[config.mk]
export PLATFORM = sky130hd
export DESIGN_NAME = isr_resolver
export DESIGN_NICKNAME = d
export VERILOG_FILES = /design/src/logic/isr_pkg.sv /design/src/logic/isr_resolver.sv
export VERILOG_INCLUDE_DIRS = /design/src /design/src/logic
export SDC_FILE = /design/constraint.sdc
export NUM_CORES = 1
export LEC_CHECK = 0
export ABC_AREA = 1
export BUFFER_PORTS_ARGS = -buffer_cell sky130_fd_sc_hd__buf_4
export CORE_MARGIN = 10
export CORE_UTILIZATION = 55
export CTS_BUF_LIST = sky130_fd_sc_hd__clkbuf_4 sky130_fd_sc_hd__clkbuf_8
export DETAILED_ROUTE_END_ITERATION = 12
export PLACE_DENSITY = 0.88
export SLEW_MARGIN = 20
export SYNTH_ARGS = -nofsm -noshare
export SYNTH_HDL_FRONTEND = slang
export SYNTH_SLANG_ARGS = --single-unit
[constraint.sdc]
create_clock -name clk_i -period 4.25 [get_ports clk_i]
set_input_delay 0.2125 -clock clk_i [delete_from_list [all_inputs] [get_ports clk_i]]
set_output_delay 0.2125 -clock clk_i [all_outputs]
set_load 0.02 [all_outputs]
[src/logic/isr_defs.svh]
`ifndef ISR_DEFS_SVH
`define ISR_DEFS_SVH
`define ISR_NCORE          4
`define ISR_NTHR           2
// register byte offsets
`define ISR_ADDR_CTRL      8'h00
`define ISR_ADDR_IOCAP     8'h04
`define ISR_ADDR_CORE_EN   8'h08
`define ISR_ADDR_THR_EN    8'h0c
`define ISR_ADDR_PKG_STAT  8'h10
`define ISR_ADDR_CORE_STAT 8'h14
`define ISR_ADDR_THR_STAT  8'h18
`define ISR_ADDR_PSTATE    8'h1c
// ctrl fields
`define ISR_CTRL_C1E_ALL   0
`define ISR_CTRL_RST       32'h0000_0000
// io capture config: base [15:0], range [18:16]
`define ISR_IOCAP_RST      32'h0000_0000
`define ISR_EN_RST         8'hff
`define ISR_PSTATE_RST     8'h00
// monitor-wait hints (state field; ISR_HINT_C1E_SUB is a sub field value)
`define ISR_HINT_C1        4'h0
`define ISR_HINT_C3        4'h1
`define ISR_HINT_C1E_SUB   4'h1
// flush and power sequencing counts, cycles
`define ISR_FLUSH_CYC      8'h10
`define ISR_VOLT_CYC       8'h20
`define ISR_LOCK_CYC       8'h20
`endif

[src/logic/isr_pkg.sv]
package isr_pkg;
    typedef enum logic [1:0] {
        ISR_C0  = 2'h0,
        ISR_C1  = 2'h1,
        ISR_C1E = 2'h2,
        ISR_C3  = 2'h3
    } isr_cstate_type;

    typedef struct packed {
        logic       valid;
        logic       is_monitor_wait_instruction;
        logic [3:0] hint_state;
        logic [3:0] hint_sub;
    } isr_req_type;

    typedef struct packed {
        logic        valid;
        logic        is_in;
        logic        is_rep;
        logic [15:0] addr;
    } isr_io_type;
endpackage

[src/logic/isr_resolver.sv]
`timescale 1ns/1ps
`default_nettype none
`include "isr_defs.svh"
module isr_resolver
(
    input  wire logic                  clk_i,
    input  wire logic                  rst_i,
    input  wire logic                  ce_i,
    input  wire logic [31:0]           adr_i,
    input  wire logic [31:0]           dat_i,
    output logic      [31:0]           dat_o,
    input  wire logic                  we_i,
    input  wire logic [3:0]            sel_i,
    input  wire logic                  cyc_i,
    input  wire logic                  stb_i,
    output logic                       ack_o,
    output logic                       err_o,
    input  wire isr_pkg::isr_req_type  [7:0] idle_req_i,
    input  wire isr_pkg::isr_io_type   [7:0] io_read_i,
    input  wire logic [7:0]            intr_i,
    input  wire logic [7:0]            intr_unmasked_i,
    input  wire logic [3:0]            break_i,
    input  wire logic [3:0]            break_masked_i,
    input  wire logic [7:0]            flush_done_i,
    output logic      [7:0]            io_redirect_o,
    output logic      [7:0]            io_fallthru_o,
    output logic      [7:0]            thr_sleep_o,
    output logic      [3:0]            repartition_o,
    output logic      [3:0]            flush_req_o,
    output logic      [3:0]            core_active_o,
    output logic      [7:0]            core_state_o,
    output logic      [1:0]            pkg_state_o,
    output logic                       vf_min_o,
    output logic                       vret_o,
    output logic                       pll_relock_o,
    output logic      [3:0]            break_fwd_o,
    output logic      [7:0]            resume_pstate_o,
    output logic                       smi_o
);
    // ------------------------------------------------------------
    // functions
    // ------------------------------------------------------------
    function automatic logic [1:0] min2(input logic [1:0] a,
                                        input logic [1:0] b,
                                        input logic ea,
                                        input logic eb);
        logic [1:0] r;
        r = 2'h3;
        if (ea)
        begin
            r = a;
        end
        if (eb && (!ea || b < a))
        begin
            r = b;
        end
        return r;
    endfunction

    // demote hint to supported state; c1 sub-state 1 means c1e
    function automatic logic [1:0] hint_map(input logic [3:0] st,
                                            input logic [3:0] sub,
                                            input logic c1e_all);
        logic [1:0] r;
        r = 2'h1;
        if (st >= `ISR_HINT_C3)
        begin
            r = 2'h3;
        end
        else if (sub == `ISR_HINT_C1E_SUB || c1e_all)
        begin
            r = 2'h2;
        end
        return r;
    endfunction

    // ------------------------------------------------------------
    // registers
    // ------------------------------------------------------------
    logic [31:0] ctrl_q;
    logic [31:0] iocap_q;
    logic [7:0]  core_en_q;
    logic [7:0]  thr_en_q;
    logic [7:0]  pstate_q;
    logic        ack_q;
    logic        hit;
    logic [31:0] rd;
    logic        wr;

    always_comb
    begin
        hit = 1'b1;
        rd  = 32'h0000_0000;
        case (adr_i[7:0])
            `ISR_ADDR_CTRL:      rd = ctrl_q;
            `ISR_ADDR_IOCAP:     rd = iocap_q;
            `ISR_ADDR_CORE_EN:   rd = {28'h0000_000, core_en_q[3:0]};
            `ISR_ADDR_THR_EN:    rd = {24'h00_0000, thr_en_q};
            `ISR_ADDR_PKG_STAT:  rd = {24'h00_0000, vf_min_o, vret_o,
                                       pll_relock_o, 3'h0, pkg_state_o};
            `ISR_ADDR_CORE_STAT: rd = {20'h0_0000, core_active_o,
                                       core_state_o};
            `ISR_ADDR_THR_STAT:  rd = {24'h00_0000, thr_sleep_o};
            `ISR_ADDR_PSTATE:    rd = {24'h00_0000, pstate_q};
            default:             hit = 1'b0;
        endcase
        if (adr_i[31:8] != 24'h00_0000)
        begin
            hit = 1'b0;
        end
    end

    // write lands on the edge where the master samples ack high
    assign wr    = cyc_i && stb_i && we_i && ack_q && hit && ce_i;
    assign ack_o = ack_q && cyc_i && stb_i && hit;
    assign err_o = ack_q && cyc_i && stb_i && !hit;

    always_ff @(posedge clk_i)
    begin
        if (rst_i)
        begin
            ack_q <= 1'b0;
            dat_o <= 32'h0000_0000;
        end
        else if (ce_i)
        begin
            ack_q <= cyc_i && stb_i && !ack_q;
            dat_o <= rd;
        end
    end

    function automatic logic [31:0] bytew(input logic [31:0] o,
                                          input logic [31:0] n,
                                          input logic [3:0] s);
        logic [31:0] r;
        r = o;
        for (int i = 0; i < 4; i++)
        begin
            if (s[i])
            begin
                r[i*8 +: 8] = n[i*8 +: 8];
            end
        end
        return r;
    endfunction

    always_ff @(posedge clk_i)
    begin
        if (rst_i)
        begin
            ctrl_q    <= `ISR_CTRL_RST;
            iocap_q   <= `ISR_IOCAP_RST;
            core_en_q <= `ISR_EN_RST;
            thr_en_q  <= `ISR_EN_RST;
            pstate_q  <= `ISR_PSTATE_RST;
        end
        else if (wr)
        begin
            case (adr_i[7:0])
                `ISR_ADDR_CTRL:    ctrl_q  <= bytew(ctrl_q, dat_i, sel_i);
                `ISR_ADDR_IOCAP:   iocap_q <= bytew(iocap_q, dat_i, sel_i);
                `ISR_ADDR_CORE_EN: if (sel_i[0]) core_en_q <= dat_i[7:0];
                `ISR_ADDR_THR_EN:  if (sel_i[0]) thr_en_q <= dat_i[7:0];
                `ISR_ADDR_PSTATE:  if (sel_i[0]) pstate_q <= dat_i[7:0];
                default:           ;
            endcase
        end
    end

    // ------------------------------------------------------------
    // thread requests
    // ------------------------------------------------------------
    logic [1:0] thr_q [8];
    logic [1:0] tgt   [8];
    logic [7:0] go;

    always_comb
    begin
        for (int t = 0; t < 8; t++)
        begin
            logic [15:0] off;
            off = io_read_i[t].addr - iocap_q[15:0];
            tgt[t] = 2'h0;
            go[t]  = 1'b0;
            io_redirect_o[t] = 1'b0;
            io_fallthru_o[t] = 1'b0;
            if (idle_req_i[t].valid)
            begin
                go[t] = 1'b1;
                tgt[t] = idle_req_i[t].is_monitor_wait_instruction
                    ? hint_map(idle_req_i[t].hint_state,
                               idle_req_i[t].hint_sub,
                               ctrl_q[`ISR_CTRL_C1E_ALL])
                    : (ctrl_q[`ISR_CTRL_C1E_ALL] ? 2'h2 : 2'h1);
            end
            else if (io_read_i[t].valid)
            begin
                // base is c2 and c2 is unsupported, so only base+1 is c3
                if (io_read_i[t].is_in && !io_read_i[t].is_rep
                    && off == 16'h0001
                    && {13'h0000, iocap_q[18:16]} >= off)
                begin
                    go[t] = 1'b1;
                    tgt[t] = 2'h3;
                    io_redirect_o[t] = 1'b1;
                end
                else
                begin
                    io_fallthru_o[t] = 1'b1;
                end
            end
        end
    end

    // ------------------------------------------------------------
    // thread state and wake
    // ------------------------------------------------------------
    logic [3:0] flushing_q;
    logic [3:0] flush_step_q;

    always_ff @(posedge clk_i)
    begin
        if (rst_i)
        begin
            for (int t = 0; t < 8; t++)
            begin
                thr_q[t] <= 2'h0;
            end
        end
        else if (ce_i)
        begin
            for (int t = 0; t < 8; t++)
            begin
                if (thr_q[t] == 2'h0 && go[t])
                begin
                    thr_q[t] <= tgt[t];
                end
                else if (thr_q[t] != 2'h0
                         && ((intr_i[t] && intr_unmasked_i[t])
                             || break_fwd_o[t/2])
                         && !flushing_q[t/2])
                begin
                    thr_q[t] <= 2'h0;
                end
            end
        end
    end

    // ------------------------------------------------------------
    // core resolution, flush, active bits
    // ------------------------------------------------------------
    logic [1:0] core_st [4];
    logic [3:0] core_c3;

    always_comb
    begin
        for (int c = 0; c < 4; c++)
        begin
            core_st[c] = min2(thr_q[2*c], thr_q[2*c+1], thr_en_q[2*c],
                              thr_en_q[2*c+1]);
            core_state_o[2*c +: 2] = core_st[c];
            thr_sleep_o[2*c]   = thr_q[2*c] != 2'h0;
            thr_sleep_o[2*c+1] = thr_q[2*c+1] != 2'h0;
            // counts only once its flush has run, not on the entry cycle
            core_c3[c] = core_st[c] == 2'h3 && !flushing_q[c]
                         && !core_active_o[c];
            // first of the pair to leave c0 into c1/c1e
            repartition_o[c] = (go[2*c] && thr_q[2*c+1] == 2'h0
                                && thr_q[2*c] == 2'h0 && tgt[2*c] != 2'h3)
                            || (go[2*c+1] && thr_q[2*c] == 2'h0
                                && thr_q[2*c+1] == 2'h0
                                && tgt[2*c+1] != 2'h3);
        end
    end

    assign flush_req_o = flushing_q;

    always_ff @(posedge clk_i)
    begin
        if (rst_i)
        begin
            flushing_q   <= 4'h0;
            flush_step_q <= 4'h0;
        end
        else if (ce_i)
        begin
            for (int c = 0; c < 4; c++)
            begin
                if (!flushing_q[c] && core_active_o[c] && core_st[c] == 2'h3)
                begin
                    flushing_q[c] <= 1'b1;
                end
                else if (flushing_q[c] && flush_done_i[2*c])
                begin
                    // two steps, one per flush_done_i ack; break does not abort
                    if (flush_step_q[c])
                    begin
                        flushing_q[c] <= 1'b0;
                    end
                    flush_step_q[c] <= ~flush_step_q[c];
                end
            end
        end
    end

    always_ff @(posedge clk_i)
    begin
        if (rst_i)
        begin
            core_active_o   <= 4'hf;
            resume_pstate_o <= `ISR_PSTATE_RST;
        end
        else if (ce_i)
        begin
            for (int c = 0; c < 4; c++)
            begin
                if (core_st[c] == 2'h0 && !core_active_o[c])
                begin
                    core_active_o[c] <= 1'b1;
                    resume_pstate_o  <= pstate_q;
                end
                else if (core_st[c] != 2'h0 && !flushing_q[c])
                begin
                    core_active_o[c] <= 1'b0;
                end
            end
        end
    end

    // ------------------------------------------------------------
    // package sequencing
    // ------------------------------------------------------------
    typedef enum logic [2:0] {
        PK_RUN, PK_RET, PK_VUP, PK_LOCK, PK_FWD
    } pk_state_type;
    pk_state_type pk_q;
    logic [7:0]   cnt_q;
    logic [1:0]   pk_res;
    logic         all_c3;

    always_comb
    begin
        logic [1:0] a;
        logic [1:0] b;
        logic       ea;
        logic       eb;
        a  = min2(core_st[0], core_st[1], core_en_q[0], core_en_q[1]);
        b  = min2(core_st[2], core_st[3], core_en_q[2], core_en_q[3]);
        ea = core_en_q[0] | core_en_q[1];
        eb = core_en_q[2] | core_en_q[3];
        pk_res = min2(a, b, ea, eb);
        all_c3 = pk_res == 2'h3
                 && ((core_c3 | ~core_en_q[3:0]) == 4'hf);
    end

    assign pkg_state_o  = pk_res;
    assign vf_min_o     = pk_res == 2'h2 || pk_q != PK_RUN;
    assign vret_o       = pk_q == PK_RET;
    assign pll_relock_o = pk_q == PK_LOCK;
    assign smi_o        = 1'b0;

    always_comb
    begin
        break_fwd_o = 4'h0;
        if (pk_q == PK_FWD)
        begin
            break_fwd_o = break_i & ~break_masked_i;
        end
    end

    always_ff @(posedge clk_i)
    begin
        if (rst_i)
        begin
            pk_q  <= PK_RUN;
            cnt_q <= 8'h00;
        end
        else if (ce_i)
        begin
            case (pk_q)
                PK_RUN:
                    if (all_c3)
                    begin
                        pk_q <= PK_RET;
                    end
                PK_RET:
                    if (|break_i)
                    begin
                        pk_q  <= PK_VUP;
                        cnt_q <= `ISR_VOLT_CYC;
                    end
                PK_VUP:
                    if (cnt_q == 8'h00)
                    begin
                        pk_q  <= PK_LOCK;
                        cnt_q <= `ISR_LOCK_CYC;
                    end
                    else
                    begin
                        cnt_q <= cnt_q - 8'h01;
                    end
                PK_LOCK:
                    if (cnt_q == 8'h00)
                    begin
                        pk_q <= PK_FWD;
                    end
                    else
                    begin
                        cnt_q <= cnt_q - 8'h01;
                    end
                PK_FWD:
                    // masked break leaves all cores in c3: back to retention
                    pk_q <= (|(break_i & ~break_masked_i)) ? PK_RUN
                                                           : PK_RET;
                default:
                    pk_q <= PK_RUN;
            endcase
        end
    end
endmodule
`default_nettype wire

## After elaboration in Yosys (flattened, before gate mapping)

Memories as Yosys holds them, arrays and structs flattened.
Cells that the tools add are included.

- Bits in registers: 148
- Bits of input ports: 338
- Bits in writable memories: 16
- Logic and storage cells: 636
- Memories: 1

- Reduce and logical (&&, ||, !) cells: 251
- Order comparisons: 23
- Mux-type cells: 247
- Add/subtract/negate cells: 9
- Bitwise logic cells: 30
- Equal/unequal tests: 47

Memory list:

| memory | words | width | read ports | clocked after Yosys merged registers in | wr ports | line | RTL |
|---|---|---|---|---|---|---|---|
| thr_q | 8 | 2 | 8 | 0 | 8 | isr_resolver.sv:173 | `logic [1:0] thr_q [8];` |

Operator list:

| cell | count |
|---|---|
| 32-bit one-hot mux with 8 select lines | 1 |
| 2-bit two-way mux | 79 |
| 1-bit two-way mux | 153 |
| 16-bit by 1-bit == test with 1-bit output (second input constant) | 8 |
| 3-bit by 16-bit greater-or-equal comparator with 1-bit output | 8 |
| 16-bit subtractor | 8 |
| 1-bit logical AND | 126 |
| 3-bit AND reduction | 19 |
| 8-bit two-way mux | 7 |
| 2-bit nonzero test | 24 |
| 4-bit by 1-bit == test with 1-bit output (second input constant) | 8 |
| 8-bit by 5-bit == test with 1-bit output (second input constant) | 4 |
| 4-bit by 1-bit greater-or-equal comparator with 1-bit output (second input constant) | 8 |
| 1-bit logical OR | 28 |
| 1-bit logical NOT | 25 |
| 2-bit logical NOT | 12 |
| 8-bit one-hot mux with 3 select lines | 1 |
| 24-bit nonzero test | 1 |
| 2-bit inequality test (second input constant) | 11 |
| 1-bit OR | 18 |
| 8-bit by 4-bit == test with 1-bit output (second input constant) | 2 |
| 8-bit logical NOT | 2 |
| 3-bit one-hot mux with 5 select lines | 1 |
| 2-bit < comparator | 7 |
| other kinds (22) | 46 |

## Depth between registers and ports, before layout

An unclocked memory read counts as a cell.

- Word-level depth: 17
- Mapped depth: 27

## Worst setup path after synthesis

No wires, ideal clock.

- Kind: register to output
- Start point: register iocap_q[1]
- End point: output repartition_o[2]
- Data arrival time: 2.873 ns
- Slack: 1.164 ns
- Cell stages (with the launch flop): 20
- Data required time: 4.038 ns
- Path through: dfxtp_1 -> inv_1 -> ha_1 -> nand2_1 -> o21ai_2 -> nand4_2 -> o211ai_4 -> nand2_2 -> nand2_2 -> xnor2_2 -> nand3_1 -> nor2_2 -> nand2_2 -> nor2_4 -> nand3b_4 -> o21ai_4 -> nand2_2 -> nor2_2 -> nand2_1 -> nand2_1

- Longest elaborated chain between the ends: 11
- Elaborated cells between the ends (all ways): 31
- Those cells by class: add/sub: 2; order compare: 2; eq/ne: 4; mux: 12; reduce/logical: 11

Ends and longest elaborated chain:

| element | line | RTL |
|---|---|---|
| start: declaration | isr_resolver.sv:81 | `logic [31:0] iocap_q;` |
| start signal: assignment | isr_resolver.sv:152 | `` iocap_q <= `ISR_IOCAP_RST; `` |
| start signal: assignment | isr_resolver.sv:161 | `` `ISR_ADDR_IOCAP: iocap_q <= bytew(iocap_q, dat_i, sel_i); `` |
| parallel branches: the longest is 10 deep, another holds 16-bit subtractor | - |  |
| 1-bit logical OR (*) | isr_resolver.sv:270 | `\|\| (go[2*c+1] && thr_q[2*c] == 2'h0` |
| end: declaration | isr_resolver.sv:28 | `output logic [3:0] repartition_o,` |

Mark *: on every way between the ends.

## Final worst setup path

- Start point: register iocap_q[0]
- End point: output repartition_o[2]

The elaborated chain is that of the path after synthesis.

==> metrics.csv <==
stage,metric,value,unit
outcome,status,"complete, no violations",
die,die_y,188,um
clock_network,numCtsBuffers,17,
finish,fin_nets,3251,
yosys,synth_compound_area_share,22.3,%
critical_path,arrival,3.79,ns
grt,grt_pass1_wl,94.3,mm
yosys,synth_ff_type,dfxtp_1,
timing,fin_crit_sh,94.2,%
yosys,ys_async_sr_fraction,0,%
yosys,yosys_warnings,0,
routing,routed_wl,62.1,mm
critical_path,worstRegToRegCells,16,
critical_path,worstPathBufferInverterCount,2,
yosys,synth_area,15500,sq um
critical_path,cp_slowest_cell,fa_1,
routing,dr.pass1.iters,8,
routing,vias,18400,
power,peakVddDrop,0.169,mV
die,die_area,35300,sq um
clock_network,clock_path_buffers,2,
power,p_sw,1750,uW
critical_path,worstSetupEndpointType,output port,
yosys,syn-num-nets,2800,
hold_path,hold_path.class,primary input to flip-flop,
power,power_frac_comb,37.9,%
grt,grt-ovfl-total,0,
yosys,yosysTopAreaCell,dfxtp_1,
power,swShare,38.7,%
routing,vias_per_cell,5.83,
die,die_w,188,um
die,coreArea,27800,sq um
yosys,synth.area.mux_share,0,%
grt,antenna_found_initial,2,
placement,dp_cells,3075,
placement,io_buffers,428,
yosys,synth_adder_area_share,13.2,%
critical_path,r2r_slack,0.78,ns
critical_path,cp_max_fo,6,
yosys,seq_area_frac_synth,22.2,%
timing,timing.fmax,250,MHz
clock_network,insertion_delay,0.48,ns
timing,setup_ws,0.246,ns
die,ioPinCount,434,
timing,maxSlewHeadroom,35.8,%
critical_path,required,4.04,ns
clock_network,clock_sinks,164,
routing,postRouteAntennaNets,0,
clock_network,cts_tree,yes,
power,power_density,227,nW/um^2
finish,drive_above_1_share,23.0,%
finish,area_growth,28.6,%
yosys,synth_edf_count,16,
yosys,synth_cell_types,74,
die,num_rows,61,
yosys,ys_ff_latch,164,
timing,setup_viol_count_final,0,
placement,gp_congestion,1.02,
power,internal-power,2780,uW
finish,instances_no_fill,3147,
yosys,postSynthCellCount,2303,
timing,slew_violations,0,
critical_path,path_delay_family,simple AND/OR/NAND/NOR gates,
power,clock_power_share,24.9,%
critical_path,critPathKind,flip-flop to output port,
timing,post-route-min-period,4.00,ns
placement,pre_cts_ws,0.440,ns
power,p_leak,0.00975,uW
critical_path,slowest_delay,0.46,ns
die,start_util,55.8,%
yosys,synthTopCellsByArea,"dfxtp_1 (19%), ha_1 (12%), nand2_1 (10%)",
routing,wl_per_cell,19.7,um
critical_path,cp-start-kind,flip-flop,
yosys,synth_top_area_share,19.1,%
critical_path,path_depth,19,
timing,skew,0.0139,ns
critical_path,crit_chain,"clkbuf_4, ha_1, fa_1, ha_1, o21ai_0, nand2_1, a21oi_1, nor3b_2, nand3_1, nor2_2, nand2_2, nor2_4, nand3b_4, o21ai_4, nand2_2, nor2_2, nand2_1, nand2_1, buf_4",
clock_network,cts-root-buf,clkbuf_8,
clock_network,htreeDepth,4,
clock_network,clkTransAtPathRegs,0.10,ns
finish,fin_util,71.7,%
timing,hold_viol,0,
grt,grt_max_degree,64,
run,maxCapViolations,0,
timing,tightest_slew,0.962,ns
yosys,ys_top_cells_by_count,"nand2_1 (426), inv_1 (346), a21oi_1 (238)",
power,seqPwrFrac,37.2,%
routing,drt_iter0_markers,1879,
grt,grt_pass1_vias,17700,
hold_path,holdPathStages,3,
yosys,avgSynthCellArea,6.73,sq um
placement,post-dp-hpwl,49.8,mm
yosys,yosys.area_share.simple,27.2,%
yosys,synth_top_family_by_area,simple AND/OR/NAND/NOR gates,
yosys,synth_xor_area_share,5.23,%
routing,drc,0,
critical_path,crit_top_cell,nand2_1,
yosys,yosysMostFrequentCell,nand2_1,
grt,track_usage,33.1,%
-- state kept, by name, indices dropped and copies added (netlist names) --
register	flops
resume_pstate_o	8
flush_req_o	4
dat_o	32
core_en_q	4
pk_q	3
ack_q	1
cnt_q	8
core_active_o	4
ctrl_q	32
flush_step_q	4
thr_en_q	8
thr_q	16
iocap_q	32
pstate_q	8
-- worst reg2reg max path: stages (launching register included) --
cell      delay (ns)
dfxtp_4         0.41
clkbuf_4        0.21
ha_1            0.23
fa_1            0.42
inv_1           0.09
a31oi_2         0.13
o21ai_2         0.24
nand3_1         0.09
and2_2          0.21
o21ai_2         0.15
xnor2_1         0.16
nand2_1         0.09
nor3_2          0.22
nand4_1         0.10
nand2_1         0.15
nand3_1         0.15
nand2_1         0.17
-- per-stage QoR --
| stage | area, sq um | power [uW] | TNS (ns) | hold WS, ns |
|---|---|---|---|---|
| after floorplan | 15500 | 2730 | 0 | 0.361 |
| after global placement | 19100 | 3330 | 0 | 0.434 |
| after detailed placement | 19100 | 3370 | 0 | 0.441 |
| after CTS | 19700 | 4490 | 0 | 0.00361 |
| after global routing | 19900 | 4770 | -0.0719 | 0.00782 |
| final | 19900 | 4520 | 0 | 0.0185 |
-- repair_timing --
item | in CTS | in global routing
endpoints found under the setup margin | 1 | 9
hold endpoints to repair | 36 | 0
hold buffers | 21 | 0
setup buffers | 0 | 17
cloned | 0 | 0
gates resized for setup | 1 | 18
-- cell usage in the layout (no fill, tap or decap), types with 29 or more instances in the layout --
cell type  synthesis  layout
buf_4              1     454
nand2_1          426     426
inv_1            346     338
a21oi_1          238     238
nor2_1           165     164
ha_1             151     150
dfxtp_1          148     145
o21ai_0          139     139
nand3_1          106     106
xor2_1            55      55
nand4_1           48      48
nor3_1            44      43
nand2_2           30      30
xnor2_1           32      29
-- kinds of logic after synthesis --
| family | count (synthesis) |
|---|---|
| other | 1 |
| AND/OR/NAND/NOR | 919 |
| buffers and inverters | 401 |
| AO/OA/AOI/OAI | 569 |
| flip-flops | 164 |
| XOR/XNOR | 90 |
| adder cells (fa/ha/maj) | 159 |
-- area by class of cell --
type                            count  area [sq um]
Multi-Input combinational cell   1738         10600
Fill cell                        2331          7860
Timing Repair Buffer              479          3690
Sequential cell                   164          3450
Inverter                          354          1360
Tap cell                          378           473
Clock buffer                       17           234
Clock inverter                     15           160
Antenna cell                        2          5.00
-- power by group through the flow --
stage	sequential, uW	combinational [uW]	clock [uW]
floorplan	1720	1010	0
CTS	1680	1680	1130
global placement	1710	1610	0
finish	1680	1710	1130
global route	1690	1880	1190
detailed placement	1720	1660	0
-- metal layers --
layer	part of all wire [%]	global-route usage, %
met2	46	55.4
met4	5.2	14.7
met3	10	7.38
met1	39	39.9
met5	0	0
-- path summary, 6_finish.rpt --
kind                                 from                           end
max reg2reg       iocap_q[0]$_SDFFE_PP0P_     thr_q[0][2]$_SDFFCE_PP0P_
max               iocap_q[0]$_SDFFE_PP0P_              repartition_o[2]
min                             dat_i[10]       ctrl_q[10]$_SDFFE_PP0P_
min reg2reg  flush_step_q[2]$_SDFFE_PP0P_  flush_step_q[2]$_SDFFE_PP0P_
Power figures use the tool's default switching activity.
